--- src/fllcfg_regs.svh ---
`ifndef FLLCFG_REGS_SVH
`define FLLCFG_REGS_SVH
// ==========================================================
// Register indices (byte address is four times the index)
`define FLLCFG_IDX_ENABLE 10'h074
`define FLLCFG_IDX_DIVIDER 10'h075
`define FLLCFG_IDX_FRACTION 10'h076
`define FLLCFG_IDX_INTEGER 10'h077
`define FLLCFG_IDX_REFERENCE 10'h078
`define FLLCFG_IDX_STATUS 10'h079
// ==========================================================
// Reset values
`define FLLCFG_RST_ENABLE 16'h0000
`define FLLCFG_RST_DIVIDER 16'h0007
`define FLLCFG_RST_FRACTION 16'h0000
`define FLLCFG_RST_INTEGER 16'h2ee0
`define FLLCFG_RST_REFERENCE 16'h0000
// ==========================================================
// Writable bits of each register
`define FLLCFG_MASK_ENABLE 16'h0007
`define FLLCFG_MASK_DIVIDER 16'h3f77
`define FLLCFG_MASK_FRACTION 16'hffff
`define FLLCFG_MASK_INTEGER 16'h7fef
`define FLLCFG_MASK_REFERENCE 16'h001b
// ==========================================================
// Field positions
`define FLLCFG_BIT_LOOP_EN 0
`define FLLCFG_BIT_OSC_EN 1
`define FLLCFG_BIT_FRAC_EN 2
`define FLLCFG_OUTDIV_LSB 8
`define FLLCFG_CTRL_LSB 4
`define FLLCFG_RATIO_LSB 0
`define FLLCFG_INT_LSB 5
`define FLLCFG_GAIN_LSB 0
`define FLLCFG_PREDIV_LSB 3
`define FLLCFG_SRC_LSB 0
// ==========================================================
// Limits, timing and responses
`define FLLCFG_OUTDIV_MIN 6'h03
`define FLLCFG_GAIN_MAX 4'h8
`define FLLCFG_REF_TIMEOUT 1024
`define FLLCFG_RESP_OKAY 2'b00
`define FLLCFG_RESP_SLVERR 2'b10
`endif

--- src/fllcfg_pkg.sv ---
package fllcfg_pkg;
    typedef enum logic [1:0] {
        SRC_MASTER = 2'b00,
        SRC_BIT = 2'b01,
        SRC_FRAME = 2'b10,
        SRC_NONE = 2'b11
    } fllcfg_src_type;
    typedef enum logic {WR_IDLE = 1'b0, WR_RESP = 1'b1} fllcfg_wr_type;
    typedef enum logic {RD_IDLE = 1'b0, RD_DATA = 1'b1} fllcfg_rd_type;
    // Decoded loop settings handed to the analogue loop
    typedef struct packed {
        logic run;
        logic free_run;
        logic frac_mode;
        logic [25:0] multiplier;
        logic [4:0] vco_div;
        logic [8:0] gain_factor;
        logic [6:0] out_div;
        logic [3:0] ctrl_div;
    } fllcfg_loop_type;
    typedef struct packed {
        logic prev;
        logic edge_seen;
        logic tick;
        logic [2:0] cnt;
    } fllcfg_ref_state_type;
    typedef struct packed {
        logic [5:0] cnt;
        logic tick;
    } fllcfg_div_state_type;
    typedef struct packed {
        logic [15:0] en;
        logic [15:0] div;
        logic [15:0] frac;
        logic [15:0] intg;
        logic [15:0] refc;
        logic awready;
        logic wready;
        logic arready;
        logic aw_held;
        logic w_held;
        logic [9:0] wr_idx;
        logic [15:0] wdata;
        logic [1:0] wstrb;
        fllcfg_wr_type wr_st;
        logic [1:0] bresp;
        fllcfg_rd_type rd_st;
        logic [15:0] rdata;
        logic [1:0] rresp;
        logic [15:0] ref_cnt;
        logic ref_seen;
        fllcfg_loop_type loop;
    } fllcfg_state_type;
endpackage

--- src/fllcfg_tick_div.sv ---
`timescale 1ns/1ps
module fllcfg_tick_div #(
    parameter int W = 6
) (
    // Clock and reset
    input wire logic aclk,
    input wire logic aresetn,
    // Ticks in, divide code, ticks out
    input wire logic tick_in,
    input wire logic [W-1:0] code,
    output logic tick_out
);
    import fllcfg_pkg::*;
    fllcfg_div_state_type st_r;
    fllcfg_div_state_type st_nxt;

    generate
        if (W < 1 || W > 6) begin : g_bad_width
            $error("fllcfg_tick_div: W must be 1 to 6");
        end
    endgenerate

    // Output pulses once every code+1 input ticks
    always_comb begin
        st_nxt = st_r;
        st_nxt.tick = 1'b0;
        if (tick_in) begin
            if (st_r.cnt >= 6'(code)) begin
                st_nxt.cnt = 6'h00;
                st_nxt.tick = 1'b1;
            end else begin
                st_nxt.cnt = st_r.cnt + 6'h01;
            end
        end
    end

    always_ff @(posedge aclk) begin
        if (!aresetn) begin
            st_r <= '0;
        end else begin
            st_r <= st_nxt;
        end
    end

    assign tick_out = st_r.tick;
endmodule

--- src/fllcfg_ref_div.sv ---
`timescale 1ns/1ps
module fllcfg_ref_div (
    // Clock and reset
    input wire logic aclk,
    input wire logic aresetn,
    // Reference inputs, master, bit and frame clock
    input wire logic [2:0] ref_in,
    input wire fllcfg_pkg::fllcfg_src_type src,
    input wire logic [1:0] prediv,
    // Edge seen and divided reference pulse
    output logic edge_seen,
    output logic tick
);
    import fllcfg_pkg::*;
    fllcfg_ref_state_type st_r;
    fllcfg_ref_state_type st_nxt;
    logic cur;
    logic [2:0] limit;

    always_comb begin
        case (src)
            SRC_MASTER: cur = ref_in[0];
            SRC_BIT: cur = ref_in[1];
            SRC_FRAME: cur = ref_in[2];
            default: cur = 1'b0;
        endcase
        // Divide by 1, 2, 4 or 8: count 2^code rising edges
        limit = 3'(4'h1 << prediv) - 3'h1;
        st_nxt = st_r;
        st_nxt.prev = cur;
        st_nxt.edge_seen = cur & ~st_r.prev;
        st_nxt.tick = 1'b0;
        if (cur && !st_r.prev) begin
            if (st_r.cnt >= limit) begin
                st_nxt.cnt = 3'h0;
                st_nxt.tick = 1'b1;
            end else begin
                st_nxt.cnt = st_r.cnt + 3'h1;
            end
        end
    end

    always_ff @(posedge aclk) begin
        if (!aresetn) begin
            st_r <= '0;
        end else begin
            st_r <= st_nxt;
        end
    end

    assign edge_seen = st_r.edge_seen;
    assign tick = st_r.tick;
endmodule

--- src/fllcfg_regs_top.sv ---
// The AXI4-Lite interface to the registers was left to the implementer.
`timescale 1ns/1ps
`include "fllcfg_regs.svh"
module fllcfg_regs_top #(
    parameter int REF_TIMEOUT = `FLLCFG_REF_TIMEOUT
) (
    // Clock and reset
    input wire logic aclk,
    input wire logic aresetn,
    // AXI4-Lite write address and data
    input wire logic [11:0] s_axi_awaddr,
    input wire logic [2:0] s_axi_awprot,
    input wire logic s_axi_awvalid,
    output logic s_axi_awready,
    input wire logic [31:0] s_axi_wdata,
    input wire logic [3:0] s_axi_wstrb,
    input wire logic s_axi_wvalid,
    output logic s_axi_wready,
    // AXI4-Lite write response
    output logic [1:0] s_axi_bresp,
    output logic s_axi_bvalid,
    input wire logic s_axi_bready,
    // AXI4-Lite read
    input wire logic [11:0] s_axi_araddr,
    input wire logic [2:0] s_axi_arprot,
    input wire logic s_axi_arvalid,
    output logic s_axi_arready,
    output logic [31:0] s_axi_rdata,
    output logic [1:0] s_axi_rresp,
    output logic s_axi_rvalid,
    input wire logic s_axi_rready,
    // Reference clocks: master, bit, frame
    input wire logic [2:0] ref_clk_in,
    // Loop settings and derived pulses
    output fllcfg_pkg::fllcfg_loop_type loop,
    output logic ref_tick,
    output logic out_tick,
    output logic ctrl_tick
);
    import fllcfg_pkg::*;

    fllcfg_state_type st_r;
    fllcfg_state_type st_nxt;
    logic ref_edge;
    logic out_en;
    logic [5:0] outdiv_code;
    logic [2:0] ctrl_code;
    logic [2:0] ratio_code;
    logic [3:0] gain_code;
    logic [9:0] rd_idx;

    generate
        if (REF_TIMEOUT < 2 || REF_TIMEOUT > 65535) begin : g_bad_tmo
            $error("fllcfg_regs_top: REF_TIMEOUT out of range");
        end
    endgenerate

    // ==========================================================
    // Field views of the stored registers
    assign outdiv_code = st_r.div[`FLLCFG_OUTDIV_LSB +: 6];
    assign ctrl_code = st_r.div[`FLLCFG_CTRL_LSB +: 3];
    assign ratio_code = st_r.div[`FLLCFG_RATIO_LSB +: 3];
    assign gain_code = st_r.intg[`FLLCFG_GAIN_LSB +: 4];
    assign rd_idx = s_axi_araddr[11:2];
    // Reserved output divider codes hold the output still
    assign out_en = st_r.loop.run & (outdiv_code >= `FLLCFG_OUTDIV_MIN);

    // Byte-lane merge, then drop unlisted bits
    function automatic logic [15:0] merge(input logic [15:0] old,
                                          input logic [15:0] data,
                                          input logic [1:0] strb,
                                          input logic [15:0] mask);
        logic [15:0] v;
        v = old;
        if (strb[0]) begin
            v[7:0] = data[7:0];
        end
        if (strb[1]) begin
            v[15:8] = data[15:8];
        end
        return v & mask;
    endfunction

    // ==========================================================
    // Next state
    always_comb begin
        st_nxt = st_r;
        // Address and data are taken independently, in either order
        if (s_axi_awvalid && st_r.awready) begin
            st_nxt.awready = 1'b0;
            st_nxt.aw_held = 1'b1;
            st_nxt.wr_idx = s_axi_awaddr[11:2];
        end
        if (s_axi_wvalid && st_r.wready) begin
            st_nxt.wready = 1'b0;
            st_nxt.w_held = 1'b1;
            st_nxt.wdata = s_axi_wdata[15:0];
            st_nxt.wstrb = s_axi_wstrb[1:0];
        end
        case (st_r.wr_st)
            WR_IDLE: begin
                if (st_r.aw_held && st_r.w_held) begin
                    st_nxt.aw_held = 1'b0;
                    st_nxt.w_held = 1'b0;
                    st_nxt.wr_st = WR_RESP;
                    st_nxt.bresp = `FLLCFG_RESP_OKAY;
                    case (st_r.wr_idx)
                        `FLLCFG_IDX_ENABLE: st_nxt.en = merge(st_r.en,
                            st_r.wdata, st_r.wstrb, `FLLCFG_MASK_ENABLE);
                        `FLLCFG_IDX_DIVIDER: st_nxt.div = merge(st_r.div,
                            st_r.wdata, st_r.wstrb, `FLLCFG_MASK_DIVIDER);
                        `FLLCFG_IDX_FRACTION: st_nxt.frac = merge(st_r.frac,
                            st_r.wdata, st_r.wstrb, `FLLCFG_MASK_FRACTION);
                        `FLLCFG_IDX_INTEGER: st_nxt.intg = merge(st_r.intg,
                            st_r.wdata, st_r.wstrb, `FLLCFG_MASK_INTEGER);
                        `FLLCFG_IDX_REFERENCE: st_nxt.refc = merge(st_r.refc,
                            st_r.wdata, st_r.wstrb, `FLLCFG_MASK_REFERENCE);
                        // Status is read-only; a write there is harmless
                        `FLLCFG_IDX_STATUS: st_nxt.bresp = `FLLCFG_RESP_OKAY;
                        default: st_nxt.bresp = `FLLCFG_RESP_SLVERR;
                    endcase
                end
            end
            WR_RESP: begin
                if (s_axi_bready) begin
                    st_nxt.wr_st = WR_IDLE;
                    st_nxt.awready = 1'b1;
                    st_nxt.wready = 1'b1;
                end
            end
            default: st_nxt.wr_st = WR_IDLE;
        endcase
        case (st_r.rd_st)
            RD_IDLE: begin
                if (s_axi_arvalid && st_r.arready) begin
                    st_nxt.arready = 1'b0;
                    st_nxt.rd_st = RD_DATA;
                    st_nxt.rresp = `FLLCFG_RESP_OKAY;
                    case (rd_idx)
                        `FLLCFG_IDX_ENABLE: st_nxt.rdata = st_r.en;
                        `FLLCFG_IDX_DIVIDER: st_nxt.rdata = st_r.div;
                        `FLLCFG_IDX_FRACTION: st_nxt.rdata = st_r.frac;
                        `FLLCFG_IDX_INTEGER: st_nxt.rdata = st_r.intg;
                        `FLLCFG_IDX_REFERENCE: st_nxt.rdata = st_r.refc;
                        `FLLCFG_IDX_STATUS: st_nxt.rdata = {13'h0000,
                            st_r.loop.free_run, st_r.ref_seen,
                            st_r.loop.run};
                        default: begin
                            st_nxt.rdata = 16'h0000;
                            st_nxt.rresp = `FLLCFG_RESP_SLVERR;
                        end
                    endcase
                end
            end
            RD_DATA: begin
                if (s_axi_rready) begin
                    st_nxt.rd_st = RD_IDLE;
                    st_nxt.arready = 1'b1;
                end
            end
            default: st_nxt.rd_st = RD_IDLE;
        endcase

        // ======================================================
        // Reference presence: an edge within the timeout window
        if (ref_edge) begin
            st_nxt.ref_cnt = 16'h0000;
            st_nxt.ref_seen = 1'b1;
        end else if (st_r.ref_cnt >= 16'(REF_TIMEOUT - 1)) begin
            st_nxt.ref_seen = 1'b0;
        end else begin
            st_nxt.ref_cnt = st_r.ref_cnt + 16'h0001;
        end

        // ======================================================
        // Decoded loop settings
        // Oscillator enable is only needed once the reference is gone
        st_nxt.loop.run = st_r.en[`FLLCFG_BIT_LOOP_EN] &
            (st_r.ref_seen | st_r.en[`FLLCFG_BIT_OSC_EN]);
        st_nxt.loop.free_run = st_r.en[`FLLCFG_BIT_LOOP_EN] &
            ~st_r.ref_seen & st_r.en[`FLLCFG_BIT_OSC_EN];
        st_nxt.loop.frac_mode = st_r.en[`FLLCFG_BIT_FRAC_EN];
        // N.K as 10.16 fixed point; the fraction is void in integer mode
        st_nxt.loop.multiplier = {st_r.intg[`FLLCFG_INT_LSB +: 10],
            st_r.en[`FLLCFG_BIT_FRAC_EN] ? st_r.frac : 16'h0000};
        if (ratio_code[2]) begin
            st_nxt.loop.vco_div = 5'h10;
        end else begin
            st_nxt.loop.vco_div = 5'(5'h01 << ratio_code[1:0]);
        end
        // Codes above the top step saturate rather than wrap
        if (gain_code > `FLLCFG_GAIN_MAX) begin
            st_nxt.loop.gain_factor = 9'h100;
        end else begin
            st_nxt.loop.gain_factor = 9'(9'h001 << gain_code);
        end
        st_nxt.loop.out_div = {1'b0, outdiv_code} + 7'h01;
        st_nxt.loop.ctrl_div = {1'b0, ctrl_code} + 4'h1;
    end

    always_ff @(posedge aclk) begin
        if (!aresetn) begin
            st_r <= '0;
            st_r.en <= `FLLCFG_RST_ENABLE;
            st_r.div <= `FLLCFG_RST_DIVIDER;
            st_r.frac <= `FLLCFG_RST_FRACTION;
            st_r.intg <= `FLLCFG_RST_INTEGER;
            st_r.refc <= `FLLCFG_RST_REFERENCE;
            st_r.awready <= 1'b1;
            st_r.wready <= 1'b1;
            st_r.arready <= 1'b1;
        end else begin
            st_r <= st_nxt;
        end
    end

    // ==========================================================
    // Reference selection, pre-divide and clock dividers
    fllcfg_ref_div u_ref (
        .aclk(aclk),
        .aresetn(aresetn),
        .ref_in(ref_clk_in),
        .src(fllcfg_src_type'(st_r.refc[`FLLCFG_SRC_LSB +: 2])),
        .prediv(st_r.refc[`FLLCFG_PREDIV_LSB +: 2]),
        .edge_seen(ref_edge),
        .tick(ref_tick)
    );

    // The clock here stands in for the oscillator while the loop runs
    fllcfg_tick_div #(.W(6)) u_out (
        .aclk(aclk),
        .aresetn(aresetn),
        .tick_in(out_en),
        .code(outdiv_code),
        .tick_out(out_tick)
    );

    fllcfg_tick_div #(.W(3)) u_ctrl (
        .aclk(aclk),
        .aresetn(aresetn),
        .tick_in(st_r.loop.run),
        .code(ctrl_code),
        .tick_out(ctrl_tick)
    );

    assign loop = st_r.loop;
    assign s_axi_awready = st_r.awready;
    assign s_axi_wready = st_r.wready;
    assign s_axi_bvalid = (st_r.wr_st == WR_RESP);
    assign s_axi_bresp = st_r.bresp;
    assign s_axi_arready = st_r.arready;
    assign s_axi_rvalid = (st_r.rd_st == RD_DATA);
    assign s_axi_rdata = {16'h0000, st_r.rdata};
    assign s_axi_rresp = st_r.rresp;
endmodule

--- config.mk ---
export PLATFORM = sky130hd
export DESIGN_NAME = fllcfg_regs_top
export DESIGN_NICKNAME = d
export VERILOG_FILES = /design/src/fllcfg_pkg.sv /design/src/fllcfg_tick_div.sv /design/src/fllcfg_ref_div.sv /design/src/fllcfg_regs_top.sv
export VERILOG_INCLUDE_DIRS = /design/src /design/src/src
export SDC_FILE = /design/constraint.sdc
export NUM_CORES = 1
export LEC_CHECK = 0
export BUFFER_PORTS_ARGS = -buffer_cell sky130_fd_sc_hd__buf_2
export CORE_MARGIN = 2
export CORE_UTILIZATION = 40
export CTS_CLUSTER_DIAMETER = 40
export DETAILED_ROUTE_END_ITERATION = 12
export SYNTH_ARGS = -nofsm -noshare
export SYNTH_HDL_FRONTEND = slang
export SYNTH_HIERARCHICAL = 1
export SYNTH_SLANG_ARGS = --single-unit
--- constraint.sdc ---
create_clock -name aclk -period 4.5 [get_ports aclk]
set_clock_uncertainty 0.05 [all_clocks]
set_input_delay 0.45 -clock aclk [delete_from_list [all_inputs] [get_ports aclk]]
set_output_delay 0.45 -clock aclk [all_outputs]
set_load 0.02 [all_outputs]
==> metrics.txt, run 1 <==
status complete, no violations; Async S/R FF share, synth 0; Initial Utilization 0.406; Slew Limit Fails 0; Final TNS setup 0 ns; WP data arrival 2.81 ns; clock latency on the worst-skew pair 0.43 ns; Max VDD drop 223 uV; CTS clk-pin slew, worst paths 0.07 ns; WL/cell 16.0 um; initial antenna violation count 2; grt ovf 0; area of the multi-input gates 0.00380 mm2; P per Cell Area 369 mW/mm2; Root Driver clkbuf_16; P&R area growth vs syn 9.15%; I/O Pins 174; Sink Count 193; commonest non-fill, non-tap cell in the layout dfxtp_1; DR vias/cell 5.19; H-tree levels 4; first-pass GRT wire length 32,300 um; vias in the first global route 5,952; Post-Syn Instances 966; PostCTS Resize Cnt 0; post-route ant nets 0; critical path's largest stage delay 0.69 ns; worst setup path class reg -> reg; clk buf depth 2; area enclosed by the die boundary 0.0225 mm2; Total Wirelength 20,400 um; Crit. End Element flip-flop; Synth Cell Area 0.00854 mm2; row cnt 53; Required @ worst endpoint 4.80 ns; worst rel slew slack 0.148; Hold Buf Count CTS 0; Via Count 6,648; fraction of layout cells with a size suffix above 1 0.199; CP Max Fanout 20; FF+latch area 0.00386 mm2; Worst Tran Pin Value 1.27 ns; RSZ-0062 raised after global routing no; final hold violation count 0; critical-path cell list nand3b_1 > or3_4 > or4b_1 > a21oi_1; min Tclk post-route 2.50 ns; setup repair bufs after CTS 0; Die H 150 um; Worst path slowest cell nand3b_1; syn_area_per_cell 8.84 um2; most frequent cells in the layout 193 x dfxtp_1, 127 x buf_2, 92 x a21oi_1, 82 x nand2_1, 68 x nand3_1; Final period util 0.556; Total GRT Usage 0.182; critical path launch point type flip-flop; DR iter-0 viols 442; Max Cap Violations 0; Min-Delay Path Class in -> reg; total CTS buffers 17; Fillers 2,087; Synth cell types 74; Finished Core Util 0.444; nets 1,085; largest net degree at the start of global routing 72; DRC viols 0; DP HPWL 14,600 um; Synth Register Bits 193; core area 0.0210 mm2; die span in x 150 um; CTS tree yes; synth warn 6; Port Buf Inserts 127; GPL Wtd Cong 0.823; top achievable clock speed 400 MHz; Final setup viols 0; number of synthesized flops with an enable pin 0; leakage power figure 3.64 nW; ys flop type dfxtp_1; TritonRoute pass-1 iters 4; Seq/Total Area, Yosys 0.452
[layer usage]
metal	global-route usage	vias up	share of wire
met5	0	-	0
met3	0.0309	15	0.053
met1	0.269	3097	0.50
li1	-	3345	-
met4	0.0566	0	0.012
met2	0.271	191	0.43
[logic make-up (layout without fill, tap and decap cells)]
logic type	after synthesis	count (layout)	share of synthesized area
compound gates	218	218	0.155
xor+xnor	11	11	0.0113
fa+ha+maj	18	18	0.0264
buf+inv	162	183	0.112
flops	193	193	0.452
mux	17	17	0.0218
other cells	1	20	0.000439
simple gates	346	346	0.221
[final timing paths]
check | from | endpoint | slack, ns | cells past startpoint
min reg2reg | st_r[120] | st_r[120] | 0.41 | 2
max | s_axi_rvalid | s_axi_rdata[15] | 2.00 | 4
max reg2reg | s_axi_rvalid | s_axi_rdata[15] | 2.00 | 4
min | s_axi_wvalid | s_axi_wready | 0.19 | 2
[metrics by stage]
stage / hold slack, ns / instance area (um2) / power, W / std cells / setup WS, ns
2_1_floorplan: 0.381 / 8610 / 0.00196 / 983 / 2.41
3_3_place_gp: 0.387 / 8740 / 0.00201 / 1247 / 1.90
3_5_place_dp: 0.395 / 8740 / 0.00201 / 1247 / 1.89
4_1_cts: 0.176 / 9320 / 0.00347 / 1279 / 1.99
5_1_grt: 0.182 / 9330 / 0.00357 / 1281 / 1.86
6_report: 0.186 / 9330 / 0.00344 / 1281 / 2.00
[layout make-up]
cell class / count / area share
multi-input cells: 628 / 0.407
clock buffers: 21 / 0.0504
clock inverters: 11 / 0.0115
well taps: 275 / 0.0369
inverters: 21 / 0.00845
flip-flops and latches: 193 / 0.414
repair buffers: 130 / 0.0706
diodes: 2 / 0.000537
[power by group]
group	switching [W]	internal [W]
Combinational	0.000133	0.0000680
Sequential	0.0000299	0.00174
Clock	0.000659	0.000811
[registers in the layout, indices dropped and copies added, names as in the netlist]
name	count
s_axi_rresp	1
s_axi_rvalid	1
s_axi_wready	1
ctrl_code	3
s_axi_bvalid	1
st_r	69
u_out/tick_out	1
outdiv_code	6
gain_code	4
s_axi_bresp	1
s_axi_rdata	16
ratio_code	3
s_axi_arready	1
u_ref/edge_seen	1
u_ref/st_r	4
u_ctrl/tick_out	1
s_axi_awready	1
u_out/st_r	6
u_ctrl/st_r	6
st_nxt	11
u_ref/tick	1
loop	54
[worst max-delay path: cells and delay by family, from the launching register on]
family           cells  cell delay [ns]
flip-flops           1             0.35
AND/OR/NAND/NOR      3             1.87
AO/OA/AOI/OAI        1             0.16
[Yosys cell counts, types with 9 or more instances]
master	count	area, um2
dfxtp_1	193	3860
a21oi_1	92	460
buf_4	90	676
nand2_1	82	308
nand3_1	68	340
o21ai_0	64	320
nor2_1	45	169
clkbuf_1	37	139
and2_1	26	163
and3_1	21	131
inv_1	20	75.1
ha_1	18	225
nand4_1	15	93.8
nand2b_1	14	87.6
mux2_2	13	146
a22oi_1	10	75.1
buf_1	10	37.5
a2bb2oi_1	9	78.8
Power figures use the tool's default switching activity.
==> inputs of run 2 (changes only) <==
- clock period: 4.5 -> 2.05 ns (I/O delays scaled with it)
==> metrics.txt, run 2 (synthesis results as in run 1) <==
Via Count 6,904 (+3.9%); Final period util 0.950 (+0.394); I/O Pins 174 (unchanged); min Tclk post-route 1.95 ns (-0.555 ns); register share of total power 0.512 (-0.002); worst-case hold path end point s_axi_rvalid; status complete, no violations; Final setup viols 0 (unchanged); Area after DPL 0.00896 mm2 (+2.5%); Port Buf Inserts 127 (unchanged); commonest non-fill, non-tap cell in the layout dfxtp_1; Internal 0.00566 W (+120%); P&R area growth vs syn 15.5%; Die H 150 um (unchanged); Worst path slowest cell or4_1; Net Switching 0.00193 W (+130%); CP Max Fanout 15 (-25%); beginning of the worst register-to-register path st_r[55]; DR vias/cell 5.15 (-0.72%); design area 0.00987 mm2 (+5.9%); RSZ-0062 raised after global routing no; Min-Delay Path Class in -> reg; H-tree levels 4 (unchanged); TritonRoute pass-1 iters 5 (+1); Reg2Reg Depth 5 (+1); worst reg-to-reg setup slack 0.10 ns (-1.90 ns); post-route ant nets 0 (unchanged); total CTS buffers 17 (unchanged); setup repair bufs after CTS 0 (unchanged); worst rel slew slack 0.549 (+0.401); most frequent cells in the layout 193 x dfxtp_1, 127 x buf_2, 92 x a21oi_1, 82 x nand2_1, 68 x nand3_1; leakage power figure 3.92 nW (+7.6%); clk buf depth 2 (unchanged); Final TNS setup 0 ns (unchanged); Worst Tran Pin Value 0.675 ns (-0.592 ns); Initial Utilization 0.406 (unchanged); final hold violation count 0 (unchanged); first-pass GRT wire length 33,200 um (+2.7%); CTS tree yes; die span in x 150 um (unchanged); Comb pwr share 0.068 (+0.010); top achievable clock speed 513 MHz (+28%); WP data arrival 2.26 ns (-0.55 ns); critical path launch point type flip-flop; CTS clk-pin slew, worst paths 0.07 ns (about the same); largest net degree at the start of global routing 58 (-19%); DRC viols 0 (unchanged); Required @ worst endpoint 2.36 ns (-2.44 ns); row cnt 53 (unchanged); initial antenna violation count 0 (-2); fraction of layout cells with a size suffix above 1 0.216 (+0.0168); Total GRT Usage 0.187 (+0.00473); Fillers 2,030 (-2.7%); Total Wirelength 21,100 um (+3.0%); area enclosed by the die boundary 0.0225 mm2 (unchanged); Slew Limit Fails 0 (unchanged); Max VDD drop 537 uV (+140%); critical-path cell list ha_1 > and3_1 > and4_1 > or4_1 > a21oi_1; vias in the first global route 6,312 (+6.0%); Clk pwr share 0.421 (-0.006); max FFs per register 69 (unchanged); Root Driver clkbuf_16; Sink Count 193 (unchanged); DP HPWL 15,100 um (+3.7%); WHS Path Cells 3 (+1); switching portion of total power 0.254 (+0.0149); critical path's largest stage delay 0.51 ns (-0.18 ns); clock latency on the worst-skew pair 0.44 ns (about the same); Max Cap Violations 0 (unchanged); P per Cell Area 769 mW/mm2 (+110%); HP Start s_axi_rready; worst r2r dst st_r[59]; DR iter-0 viols 487 (+10%); Crit. End Element flip-flop; Biggest register st_r; grt ovf 0 (unchanged); WL/cell 15.7 um (-1.5%); GPL Wtd Cong 0.816 (-0.87%); n_diodes 0 (-2); core area 0.0210 mm2 (unchanged); nets 1,146 (+5.6%); worst setup path class reg -> reg
[run 2: cell type report]
type	instances	area, um2	area share
inverter	21	78.8	0.00799
sequential	193	3860	0.391
tap	275	344	0.0349
clock inverter	13	118	0.0119
timing repair buffer	191	1210	0.123
clock buffer	19	443	0.0449
multi-input combinational	628	3810	0.386
[run 2: worst max-delay path by stage]
| stage | from | slack [ns] | end | depth (start not counted) |
|---|---|---|---|---|
| after detailed placement | s_axi_araddr[11] | 0.01 | s_axi_rdata[8] | 5 |
| after global placement | s_axi_araddr[11] | 0.02 | s_axi_rdata[8] | 5 |
| after global routing | st_r[55] | 0.006 | st_r[62] | 5 |
| after CTS | outdiv_code[1] | 0.08 | u_out/st_r[2] | 7 |
| final | st_r[55] | 0.10 | st_r[59] | 5 |
| after floorplan | s_axi_rvalid | 0.13 | s_axi_rdata[13] | 6 |
[run 2: through the flow]
step                hold slack, ns  setup WS, ns  utilization  instances  power (W)
floorplan                    0.255         0.132            -        983    0.00430
global placement             0.364        0.0199        0.426       1275    0.00442
detailed placement           0.374        0.0110        0.426       1275    0.00443
CTS                        0.00370        0.0768        0.469       1340    0.00765
global route                0.0334       0.00563        0.470       1340    0.00787
finish                      0.0195         0.102        0.470       1340    0.00759
[run 2: critical path: cells and delay by family (launching register included)]
family / cells / cell delay (ns)
and+or+nand+nor: 3 / 1.06
DFF: 1 / 0.33
AOI/OAI and AO/OA: 1 / 0.17
adders and majority gates: 1 / 0.26
[run 2: what timing repair did]
| item | 4_1_cts | 5_1_grt |
|---|---|---|
| hold buffers | 33 | 0 |
| setup endpoints to repair | 0 | 6 |
| gates resized for setup | 0 | 3 |
| hold endpoints to repair | 31 | 0 |
[run 2: metal layers]
metal  vias up  global-route usage  wire length [um]
met5         -                   0                 0
met4         0              0.0580               337
met3        25              0.0309              1220
met2       216               0.284              9040
met1      3194               0.272             10500
li1       3469                   -                 -
[run 2: power by group through the flow]
stage | combinational [W] | sequential, W | clock [W]
6_report | 0.000513 | 0.00388 | 0.00319
5_1_grt | 0.000564 | 0.00389 | 0.00342
4_1_cts | 0.000513 | 0.00388 | 0.00326
3_5_place_dp | 0.000462 | 0.00397 | 0
3_3_place_gp | 0.000457 | 0.00397 | 0
2_1_floorplan | 0.000349 | 0.00395 | 0
